[src/rtl/gmp_pkg.sv]
// constants, types and register map of the green-mode pwm control core
package gmp_pkg;
  localparam int CLK_HZ      = 125_000_000;
  localparam int CLK_NS      = 8;
  localparam int F_NOM_HZ    = 65000;
  localparam int F_GREEN_HZ  = 22500;
  localparam int F_HOP_LO_HZ = 60800;
  localparam int F_HOP_HI_HZ = 69200;
  localparam logic [12:0] PER_NOM     = 13'(CLK_HZ / F_NOM_HZ);
  localparam logic [12:0] PER_GREEN   = 13'(CLK_HZ / F_GREEN_HZ);
  localparam logic [12:0] PER_HOP_MAX = 13'(CLK_HZ / F_HOP_LO_HZ);
  localparam logic [12:0] PER_HOP_MIN = 13'(CLK_HZ / F_HOP_HI_HZ);
  localparam logic [11:0] PER_SPAN    = 12'(PER_GREEN - PER_NOM);
  localparam int T_LEB_NS    = 360;
  localparam logic [12:0] LEB_CYC = 13'((T_LEB_NS + CLK_NS - 1) / CLK_NS);
  localparam int T_OVP_NS    = 30_000;
  localparam logic [23:0] OVP_CYC = 24'(T_OVP_NS / CLK_NS);
  localparam int T_OLP_NS    = 56_000_000;
  localparam int T_OCP_NS    = 56_000_000;
  localparam int T_OTP1S_NS  = 17_000_000;
  localparam int T_OTP1L_NS  = 51_000_000;
  localparam int T_OTP2_NS   = 100_000;
  localparam int T_SS_NS     = 4_000_000;
  localparam int T_HOP_NS    = 4_400_000;
  localparam int DUTY_MAX_PCT = 70;
  localparam logic [7:0]  DUTY_Q8    = 8'(DUTY_MAX_PCT * 256 / 100);
  localparam logic [7:0]  SAW_VALLEY = 8'he1;
  localparam logic [7:0]  SAW_STEP   = 8'h2d;
  localparam logic [7:0]  REF_TOP    = 8'hff;
  localparam logic [3:0]  ADDR_CTRL   = 4'h0;
  localparam logic [3:0]  ADDR_STATUS = 4'h4;
  localparam int DB_OLP  = 0;
  localparam int DB_OCP  = 1;
  localparam int DB_OVP  = 2;
  localparam int DB_OTP1 = 3;
  localparam int DB_OTP2 = 4;
  localparam int DB_N    = 5;
  localparam int FLAG_W  = 13;

  typedef enum logic [1:0] {
    ST_START = 2'b00, ST_RUN = 2'b01, ST_AUTO = 2'b11, ST_LATCH = 2'b10
  } gmp_state_t;

  typedef struct packed {
    logic sup_on;   logic sup_off;  logic sup_rel;  logic sup_ovp;
    logic fb_n;     logic fb_g;     logic fb_zdc;   logic fb_olp;
    logic cs_lim;   logic cs_ocp;   logic cs_short;
    logic temp_lo1; logic temp_lo2;
  } gmp_flags_t;

  typedef struct packed {
    logic force_off;
    logic hop_en;
  } gmp_ctrl_t;

  localparam gmp_ctrl_t CTRL_RST = '{force_off: 1'b0, hop_en: 1'b1};
endpackage : gmp_pkg

[src/rtl/gmp_core.sv]
// green-mode flyback pwm control core: timing, protection and gate drive
// Functional notes
// - no switching until supply reaches turn-on
// - heavy load switches at nominal frequency
// - frequency falls linearly below reduction threshold
// - green floor holds minimum frequency, deep green
// - below zero-duty threshold switching stops, burst
// - at heavy load, frequency sweeps between hop limits periodically
// - overload, overcurrent, short auto-restart; ovp, otp latch (here only the second otp threshold latches)
// - any fault stops switching, gate held low
// - auto fault clears at turn-off, restarts at turn-on
// - latch clears only below release level
// - current limit ends pulse for rest of cycle
// - sustained overcurrent past delay raises fault
// - sustained open-loop feedback past delay raises fault
// - supply overvoltage debounced before latching fault
// - first temperature threshold disables gate after debounce
// - first temperature debounce depends on load
// - second temperature threshold latches after debounce
// - second temperature debounce is short fixed
// - current limit threshold rises as sawtooth
// - sense ignored during turn-on blanking; the core blanks only the current-limit trip, not overcurrent or short
// - soft-start ramps current limit reference
//
// Added by the designer: the address-and-strobe port and the placing of the registers.
`timescale 1ns/100ps
module gmp_core import gmp_pkg::*; #(
  parameter int OLP_CYC   = T_OLP_NS / CLK_NS,
  parameter int OCP_CYC   = T_OCP_NS / CLK_NS,
  parameter int OTP1S_CYC = T_OTP1S_NS / CLK_NS,
  parameter int OTP1L_CYC = T_OTP1L_NS / CLK_NS,
  parameter int OTP2_CYC  = T_OTP2_NS / CLK_NS,
  parameter int SS_CYC    = T_SS_NS / CLK_NS,
  parameter int HOP_CYC   = T_HOP_NS / CLK_NS
)(
  input  wire logic        clk_sys,
  input  wire logic        resetn,
  input  wire gmp_flags_t  flags_in,
  input  wire logic [7:0]  fb_frac,
  input  wire logic [3:0]  addr,
  input  wire logic [31:0] wdata,
  input  wire logic        wr,
  input  wire logic        rd,
  output logic      [31:0] rdata,
  output logic             gate_drive,
  output logic      [7:0]  cl_ref,
  output logic             startup_only,
  output logic             deep_green
);
  localparam logic [23:0] SS_STEP  = 24'(SS_CYC / 256);
  localparam logic [23:0] HOP_STEP = 24'(HOP_CYC / (2 * (PER_HOP_MAX - PER_HOP_MIN)));

  function automatic logic reg_hit(input logic [3:0] a, input logic [3:0] off);
    reg_hit = (a == off);
  endfunction : reg_hit

  // flag synchronisers: first stage feeds only the second
  logic [FLAG_W-1:0] fl_vec;
  gmp_flags_t        fl;
  genvar g;
  generate
    for (g = 0; g < FLAG_W; g++) begin : g_sync
      logic s1;
      logic s2;
      always_ff @(posedge clk_sys or negedge resetn) begin
        if (!resetn) begin
          s1 <= 1'b0;
          s2 <= 1'b0;
        end else begin
          s1 <= flags_in[g];
          s2 <= s1;
        end
      end
      assign fl_vec[g] = s2;
    end
  endgenerate
  assign fl = gmp_flags_t'(fl_vec);

  // feedback position code is quasi-static; a torn sample only nudges one period
  logic [7:0] frac1;
  logic [7:0] frac_s;
  always_ff @(posedge clk_sys or negedge resetn) begin
    if (!resetn) begin
      frac1  <= 8'h00;
      frac_s <= 8'h00;
    end else begin
      frac1  <= fb_frac;
      frac_s <= frac1;
    end
  end

  // debounce timers
  logic [DB_N-1:0] db_cond;
  logic [DB_N-1:0] db_done;
  logic [23:0]     db_lim [DB_N];
  assign db_cond = {fl.temp_lo2, fl.temp_lo1, fl.sup_ovp, fl.cs_ocp, fl.fb_olp};
  assign db_lim[DB_OLP]  = 24'(OLP_CYC);
  assign db_lim[DB_OCP]  = 24'(OCP_CYC);
  assign db_lim[DB_OVP]  = OVP_CYC;
  assign db_lim[DB_OTP1] = fl.fb_n ? 24'(OTP1S_CYC) : 24'(OTP1L_CYC);
  assign db_lim[DB_OTP2] = 24'(OTP2_CYC);
  generate
    for (g = 0; g < DB_N; g++) begin : g_db
      logic [23:0] cnt;
      always_ff @(posedge clk_sys or negedge resetn) begin
        if (!resetn) begin
          cnt <= 24'h000000;
        end else if (!db_cond[g]) begin
          cnt <= 24'h000000;
        end else if (cnt < db_lim[g]) begin
          cnt <= cnt + 24'h000001;
        end
      end
      assign db_done[g] = db_cond[g] && (cnt >= db_lim[g]);
    end
  endgenerate

  logic auto_now;
  logic latch_now;
  logic otp_hold;
  assign auto_now  = db_done[DB_OLP] | db_done[DB_OCP] | fl.cs_short;
  assign latch_now = db_done[DB_OVP] | db_done[DB_OTP2];
  assign otp_hold  = db_done[DB_OTP1];

  // protection state machine
  gmp_state_t state;
  gmp_state_t next_state;
  always_comb begin
    next_state = state;
    case (state)
      ST_START: begin
        if (latch_now) next_state = ST_LATCH;
        else if (fl.sup_on) next_state = ST_RUN;
      end
      ST_RUN: begin
        if (latch_now) next_state = ST_LATCH;
        else if (auto_now) next_state = ST_AUTO;
        else if (fl.sup_off) next_state = ST_START;
      end
      ST_AUTO: begin
        if (latch_now) next_state = ST_LATCH;
        else if (fl.sup_off) next_state = ST_START;
      end
      ST_LATCH: begin
        if (fl.sup_rel) next_state = ST_START;
      end
      default: next_state = ST_START;
    endcase
  end

  always_ff @(posedge clk_sys or negedge resetn) begin
    if (!resetn) state <= ST_START;
    else         state <= next_state;
  end

  // fault cause kept until the next run entry; a new fault wins over the clear
  logic [5:0] cause;
  always_ff @(posedge clk_sys or negedge resetn) begin
    if (!resetn) begin
      cause <= 6'h00;
    end else if (next_state != state && next_state inside {ST_AUTO, ST_LATCH}) begin
      cause <= {fl.cs_short, db_done};
    end else if (next_state == ST_RUN && state != ST_RUN) begin
      cause <= 6'h00;
    end
  end

  // software control register
  gmp_ctrl_t ctrl;
  always_ff @(posedge clk_sys or negedge resetn) begin
    if (!resetn)                        ctrl <= CTRL_RST;
    else if (wr && reg_hit(addr, ADDR_CTRL)) ctrl <= gmp_ctrl_t'(wdata[1:0]);
  end

  // frequency hopping sweep of the nominal period
  logic [12:0] hop_per;
  logic        hop_up;
  logic [23:0] hop_cnt;
  always_ff @(posedge clk_sys or negedge resetn) begin
    if (!resetn) begin
      hop_per <= PER_NOM;
      hop_up  <= 1'b1;
      hop_cnt <= 24'h000000;
    end else if (hop_cnt >= HOP_STEP - 24'h000001) begin
      hop_cnt <= 24'h000000;
      if (hop_up) begin
        if (hop_per >= PER_HOP_MAX) hop_up <= 1'b0;
        else hop_per <= hop_per + 13'h0001;
      end else begin
        if (hop_per <= PER_HOP_MIN) hop_up <= 1'b1;
        else hop_per <= hop_per - 13'h0001;
      end
    end else begin
      hop_cnt <= hop_cnt + 24'h000001;
    end
  end

  // period selection from load
  logic [12:0] next_period;
  logic [19:0] prod;
  assign prod = 20'(PER_SPAN) * 20'(8'hff - frac_s);
  always_comb begin
    if (fl.fb_n)      next_period = ctrl.hop_en ? hop_per : PER_NOM;
    else if (fl.fb_g) next_period = PER_NOM + 13'(prod >> 8);
    else              next_period = PER_GREEN;
  end

  logic [12:0] period;
  logic [12:0] cyc_cnt;
  logic [12:0] dmax;
  logic [20:0] dprod;
  assign dprod = 21'(period) * 21'(DUTY_Q8);
  assign dmax  = 13'(dprod >> 8);
  always_ff @(posedge clk_sys or negedge resetn) begin
    if (!resetn) begin
      period  <= PER_NOM;
      cyc_cnt <= 13'h0000;
    end else if (state != ST_RUN) begin
      period  <= PER_NOM;
      cyc_cnt <= 13'h0000;
    end else if (cyc_cnt >= period - 13'h0001) begin
      period  <= next_period;
      cyc_cnt <= 13'h0000;
    end else begin
      cyc_cnt <= cyc_cnt + 13'h0001;
    end
  end

  // gate drive; current-limit trips are ignored inside the blanking window
  logic gate_ok;
  logic next_gate;
  assign gate_ok = state == ST_RUN && next_state == ST_RUN && fl.fb_zdc
                   && !otp_hold && !ctrl.force_off;
  always_comb begin
    if (!gate_ok)                                  next_gate = 1'b0;
    else if (cyc_cnt == 13'h0000)                  next_gate = 1'b1;
    else if (cyc_cnt >= dmax)                      next_gate = 1'b0;
    else if (cyc_cnt >= LEB_CYC && fl.cs_lim)      next_gate = 1'b0;
    else                                           next_gate = gate_drive;
  end

  always_ff @(posedge clk_sys or negedge resetn) begin
    if (!resetn) begin
      gate_drive   <= 1'b0;
      startup_only <= 1'b1;
      deep_green   <= 1'b0;
    end else begin
      gate_drive   <= next_gate;
      startup_only <= next_state != ST_RUN;
      deep_green   <= !fl.fb_g;
    end
  end

  // sawtooth limit synchronised to cycle start
  logic [7:0] saw;
  logic [7:0] saw_cnt;
  always_ff @(posedge clk_sys or negedge resetn) begin
    if (!resetn) begin
      saw     <= SAW_VALLEY;
      saw_cnt <= 8'h00;
    end else if (cyc_cnt == 13'h0000) begin
      saw     <= SAW_VALLEY;
      saw_cnt <= 8'h00;
    end else if (saw_cnt >= SAW_STEP - 8'h01) begin
      saw_cnt <= 8'h00;
      if (saw != REF_TOP) saw <= saw + 8'h01;
    end else begin
      saw_cnt <= saw_cnt + 8'h01;
    end
  end

  // soft-start ramp restarts on every run entry
  logic [7:0]  ss_level;
  logic [23:0] ss_cnt;
  always_ff @(posedge clk_sys or negedge resetn) begin
    if (!resetn) begin
      ss_level <= 8'h00;
      ss_cnt   <= 24'h000000;
    end else if (state != ST_RUN) begin
      ss_level <= 8'h00;
      ss_cnt   <= 24'h000000;
    end else if (ss_cnt >= SS_STEP - 24'h000001) begin
      ss_cnt <= 24'h000000;
      if (ss_level != REF_TOP) ss_level <= ss_level + 8'h01;
    end else begin
      ss_cnt <= ss_cnt + 24'h000001;
    end
  end

  always_ff @(posedge clk_sys or negedge resetn) begin
    if (!resetn) cl_ref <= 8'h00;
    else         cl_ref <= (ss_level < saw) ? ss_level : saw;
  end

  // register read: data valid only in the cycle after the strobe
  always_ff @(posedge clk_sys or negedge resetn) begin
    if (!resetn) begin
      rdata <= 32'h00000000;
    end else if (rd && reg_hit(addr, ADDR_CTRL)) begin
      rdata <= {30'h00000000, ctrl};
    end else if (rd && reg_hit(addr, ADDR_STATUS)) begin
      rdata <= {20'h00000, gate_drive, !fl.fb_zdc, deep_green, otp_hold, cause, state};
    end else begin
      rdata <= 32'h00000000;
    end
  end
endmodule : gmp_core

[config.mk]
export PLATFORM = sky130hd
export DESIGN_NAME = gmp_core
export DESIGN_NICKNAME = d
export VERILOG_FILES = /design/src/rtl/gmp_pkg.sv /design/src/rtl/gmp_core.sv
export SDC_FILE = /design/constraint.sdc
export NUM_CORES = 1
export LEC_CHECK = 0
export BUFFER_PORTS_ARGS = -buffer_cell sky130_fd_sc_hd__buf_2
export CAP_MARGIN = 20
export CORE_UTILIZATION = 43
export CTS_BUF_LIST = sky130_fd_sc_hd__clkbuf_8
export DETAILED_ROUTE_END_ITERATION = 16
export HOLD_SLACK_MARGIN = 0.06
export MAX_ROUTING_LAYER = met4
export PLACE_DENSITY = 0.67
export SLEW_MARGIN = 25
export SYNTH_ARGS = -nofsm -noshare
export SYNTH_HDL_FRONTEND = slang
export SYNTH_SLANG_ARGS = --single-unit
[constraint.sdc]
create_clock -name clk_sys -period 17.55 [get_ports clk_sys]
set_clock_uncertainty 0.15 [all_clocks]
set_input_delay 0 -clock clk_sys [delete_from_list [all_inputs] [get_ports clk_sys]]
set_output_delay 0 -clock clk_sys [all_outputs]
set_load 0.01 [all_outputs]
Yosys cells after proc, flatten, opt, wreduce, memory -nomap -nowiden
Index checks and enable logic that the tools add are counted.

Register bits after elaboration: 327. Word-level logic and storage cells: 195. Bits of input ports: 61.

Eq/ne operators: 20. Reduce and logical (&&, ||, !) cells: 32. Bitwise logic cells: 3. Order comparisons: 19. Mux-type cells: 52. Multiply operators: 2. Add/subtract/negate cells: 16.

Operators with widths (number): two-way mux 24 bit (13); adder 24 x 1 -> 24 bit, second input constant (7); two-way mux 13 bit (10); two-way mux 8 bit (9); greater-or-equal comparator 24 x 11 -> 1 bit, second input constant (2); greater-or-equal comparator 24 x 23 -> 1 bit, second input constant (2); < comparator 24 x 23 -> 1 bit, second input constant (2); adder 13 x 1 -> 13 bit, second input constant (2); greater-or-equal comparator 13 bit (2); subtractor 13 x 1 -> 13 bit, second input constant (2); adder 8 x 1 -> 8 bit, second input constant (3); greater-or-equal comparator 24 x 12 -> 1 bit, second input constant (1); greater-or-equal comparator 24 x 14 -> 1 bit, second input constant (1); greater-or-equal comparator 24 x 23 -> 1 bit (1); < comparator 24 x 12 -> 1 bit, second input constant (1); < comparator 24 x 14 -> 1 bit, second input constant (1); < comparator 24 x 23 -> 1 bit (1); two-way mux 12 bit (2); two-way mux 23 bit (1); multiplier 13 x 8 -> 21 bit, second input constant (1); multiplier 8 x 20 -> 16 bit, first input constant (1); != test 8 bit, second input constant (2); logical AND 1 bit (15); two-way mux 2 bit (7); other kinds (25) (55).

Logic depth before layout (Yosys ltp)
Depth after elaboration: 13. Gate-level depth with buffers: 24. Depth with buffers taken out: 24.

Worst setup path before layout
No wires, ideal clock.

Path type: flip-flop to flip-flop. Start point: register period[7]. End point: register gate_drive. Path buffers: 0. Stages on the path, launching flop included: 21. Library setup time: 124 ps. Data arrival time: 5321 ps. Setup slack: 11955 ps. Path through: dfstp_2 > ha_1 > fa_1 > inv_1 > fa_1 > fa_1 > inv_1 > ha_1 > a21o_1 > a21o_1 > a221o_1 > a2111o_1 > a21oi_1 > xor2_1 > ha_1 > nand4_1 > or4_1 > nand4b_1 > a21oi_1 > a21oi_1 > nor4_1.

Longest elaborated chain between the ends: 5. Elaborated cells on any way between the ends: 6. Classes of those cells: 1 x mul; 1 x order compare; 1 x eq/ne; 3 x mux.

RTL lines: from (decl) (RTL line gmp_core.sv:208) `logic [12:0] period;`; from (signal assigned) (RTL line gmp_core.sv:222) `period <= next_period;`; multiplier 13 x 8 -> 21 bit (*) (RTL line gmp_core.sv:212) `assign dprod = 21'(period) * 21'(DUTY_Q8);`; greater-or-equal comparator 13 bit (*) (RTL line gmp_core.sv:237) `else if (cyc_cnt >= dmax) next_gate = 1'b0;`; two-way mux 1 bit (RTL line gmp_core.sv:237); two-way mux 1 bit (RTL line gmp_core.sv:236) `else if (cyc_cnt == 13'h0000) next_gate = 1'b1;`; two-way mux 1 bit (RTL line gmp_core.sv:235) `if (!gate_ok) next_gate = 1'b0;`; to (signal assigned) (RTL line gmp_core.sv:248) `gate_drive <= next_gate;`; to (decl) (RTL line gmp_core.sv:45) `output logic gate_drive,`.

Every way passes the cells marked *; elsewhere a longest branch is shown, timed or not. A chain may end at the register's enable or synchronous reset.

Worst setup path in the final report
Ends and elaborated chain as after synthesis.

==> metrics.csv <==
metric;value;unit
status;finished, final reports clean;
post-synth-top-count-cell;dfrtp_1;
yosys-top-cells-area;dfrtp_1 40%, ha_1 13%, fa_1 4.4%;
wl;36400;um
synth_common_cells;288 x dfrtp_1, 190 x ha_1, 153 x nor2_1, 151 x inv_1, 113 x nand2_1;
fmax;161;MHz
path_cells;ha_1, fa_1, inv_1, fa_1, fa_1, inv_1, ha_1, a21o_1, a21o_1, a221o_1, a2111o_1, a21oi_1, xor2_1, ha_1, nand4_1, or4_1, nand4b_1, a21oi_1, a21oi_1, nor4_1;
cpPeakStageDelay;0.63;ns
first_global_vias;13300;
clk_path_buf_depth;3;
yosysUniqueCellTypes;88;
layout.cells.non_filler;2545;
slowest_stage;dfstp_2;
cp_max_fo;7;
synth_top_family_by_area;adder cells;
fp.dieH;208;um
grt_max_degree;88;
grt_pass1_wl;62900;um
fin_setup_tns;0;ns
clock_sinks;307;
portBuffers;53;
ys_async_sr_fraction;100;%
grt_antenna_before_repair;1;
ys_seq_area_share;42.3;%
finalMaxSlewViolations;0;
yosys.area.top_type_share;39.6;%
synth.area.mux_share;1.12;%
place_area;0.0191;mm^2
synth_edf_count;0;
drt_iter0_markers;616;
synth_ff_type;dfrtp_1;
drtAntennaViolNets;0;
grt-ovfl-total;0;
place_hpwl;26200;um
nets;2257;
clkSlewWorstSetupHoldPaths;0.06;ns
synth_compound_area_share;10.8;%
ios;104;
placed_cells;2395;
synth_xor_area_share;7.12;%
p_per_area;160;mW/mm^2
cts_tree;built;
rows;75;
maxCapViolCount;0;
root_buffer;clkbuf_8;
ys_ff_latch;307;
synth_warnings;0;
critPathArrivalTime;6.55;ns
cts_setup_buffers;0;
required;17.88;ns
routed-via-count;13200;
stdcell_area;0.0208;mm^2
grt_setup_unrepaired;false;
coreArea;0.0419;mm^2
path_class;flip-flop to flip-flop;
holdCritPathClass;input port to flip-flop;
vdd_drop_max;0.148;mV
grtUsageTotal;18.0;%
clk_latency;0.62;ns
synth_area;0.0182;mm^2
viasPerCell;5.18;
die_x;208;um
fin_ws;11.34;ns
place_ws;11.35;ns
cts_hold_buf;56;
ctsResizeCount;0;
gp_congestion;0.864;
fin_crit_sh;35.4;%
synthAdderAreaFrac;17.5;%
hold_viol_final;0;
synth_simple_gate_area_share;16.5;%
worst_pin_slew;0.927;ns
wl_per_cell;14.3;um
synth_area_leader_cell;dfrtp_1;
final_layout_size_suffix_gt1_share;9.18;%
setup_violations;0;
slew_headroom;37.8;%
synth_cells;1800;
avgSynthCellArea;10.1;um^2
nFillCells;3841;
hold-worst-slack;0.153;ns
finalCriticalPeriod;6.21;ns
dr.pass1.iters;7;
initial_utilization;43.5;%
p_leak;9.96;nW
drc;0;
dieArea;0.0432;mm^2
cp-end-kind;flip-flop;
area_growth;14.3;%
numCtsBuffers;52;
cp-start-kind;flip-flop;
htree_levels;2;
## worst max-delay path: cells and delay by family, from the launching register on
| kind | cells | cell delay, ns |
|---|---|---|
| adders and majority gates | 6 | 2.49 |
| buffers and inverters | 2 | 0.10 |
| AOI/OAI and AO/OA | 7 | 1.72 |
| xor gates and xnor gates | 1 | 0.10 |
| DFF | 1 | 0.63 |
| and+or+nand+nor | 4 | 0.89 |
## cells by family after synthesis
logic type | after synthesis
fa+ha+maj | 230
mux | 19
xor+xnor | 148
buf+inv | 201
flops | 307
simple gates | 599
compound gates | 295
other cells | 1
## power by group
group          switching [mW]  internal, mW  total (mW)
sequential             0.0782         0.776       0.854
combinational            1.01         0.799        1.81
clock                   0.292         0.384       0.676
total                    1.38          1.96        3.34
## stage by stage
step | power (mW) | util (%)
after floorplan | 2.23 | -
after global placement | 2.58 | 45.6
after detailed placement | 2.67 | 45.6
after CTS | 3.39 | 49.7
after global routing | 3.65 | 49.7
final | 3.34 | 49.7
## cells in the final DEF, fill, tap and decap left out, types with 17 or more instances in the layout
cell | synthesis | routed
a31oi_1 | 17 | 17
and3_1 | 27 | 27
clkbuf_8 | 0 | 66
fa_1 | 40 | 40
dfrtp_1 | 288 | 288
a21o_1 | 24 | 24
xor2_1 | 62 | 62
dfstp_2 | 19 | 19
o21ai_0 | 67 | 67
a21oi_1 | 63 | 63
and2_1 | 57 | 57
buf_2 | 2 | 52
nor2_1 | 153 | 153
conb_1 | 1 | 48
dlygate4sd3_1 | 0 | 55
xnor2_1 | 86 | 86
nor3_1 | 41 | 41
o21a_1 | 28 | 28
nand3_1 | 73 | 73
ha_1 | 190 | 190
nand2_1 | 113 | 113
or3_1 | 22 | 22
nor4_1 | 19 | 19
inv_1 | 151 | 169
nand4_1 | 28 | 28
## per-layer routing
layer  global-route usage [%]  share of wire, %  up-vias
li1                         -                 -     6488
met3                     3.60               4.4       75
met5                        -                 0        -
met4                     5.87               2.5        0
met1                     22.9                45     6400
met2                     28.8                48      219
## state kept, by name, summed over array words and instances, names as in the netlist
signal / cells
deep_green: 1
g_sync.s1: 13
g_sync.s2: 13
state: 2
ss_level: 8
saw_cnt: 8
hop_up: 1
hop_cnt: 24
cyc_cnt: 13
gate_drive: 1
saw: 8
frac1: 8
frac_s: 8
ss_cnt: 24
cl_ref: 8
startup_only: 1
rdata: 12
hop_per: 13
ctrl: 2
cause: 6
g_db.cnt: 120
period: 13
## area by class of cell
cell class / count / area (um^2) / area share (%)
Multi-Input combinational cell: 1339 / 9850 / 47.3
Sequential cell: 307 / 7710 / 37.0
Clock buffer: 66 / 908 / 4.36
Timing Repair Buffer: 113 / 887 / 4.26
Tap cell: 539 / 674 / 3.24
Inverter: 153 / 574 / 2.76
Clock inverter: 27 / 215 / 1.03
Antenna cell: 1 / 2.50 / 0.0120
## worst paths after layout
| path | end | cells after the start | slack, ns | start |
|---|---|---|---|---|
| max | gate_drive | 20 | 11.34 | period[7] |
| max in group asynchronous | frac_s[7] | 5 | 15.19 | resetn |
| min reg2reg | g_sync[12].s2 | 0 | 0.16 | g_sync[12].s1 |
| max reg2reg | gate_drive | 20 | 11.34 | period[7] |
| min in group asynchronous | g_db[0].cnt[8] | 4 | 0.36 | resetn |
| min | rdata[1] | 5 | 0.15 | addr[0] |
Power figures use the tool's default switching activity.
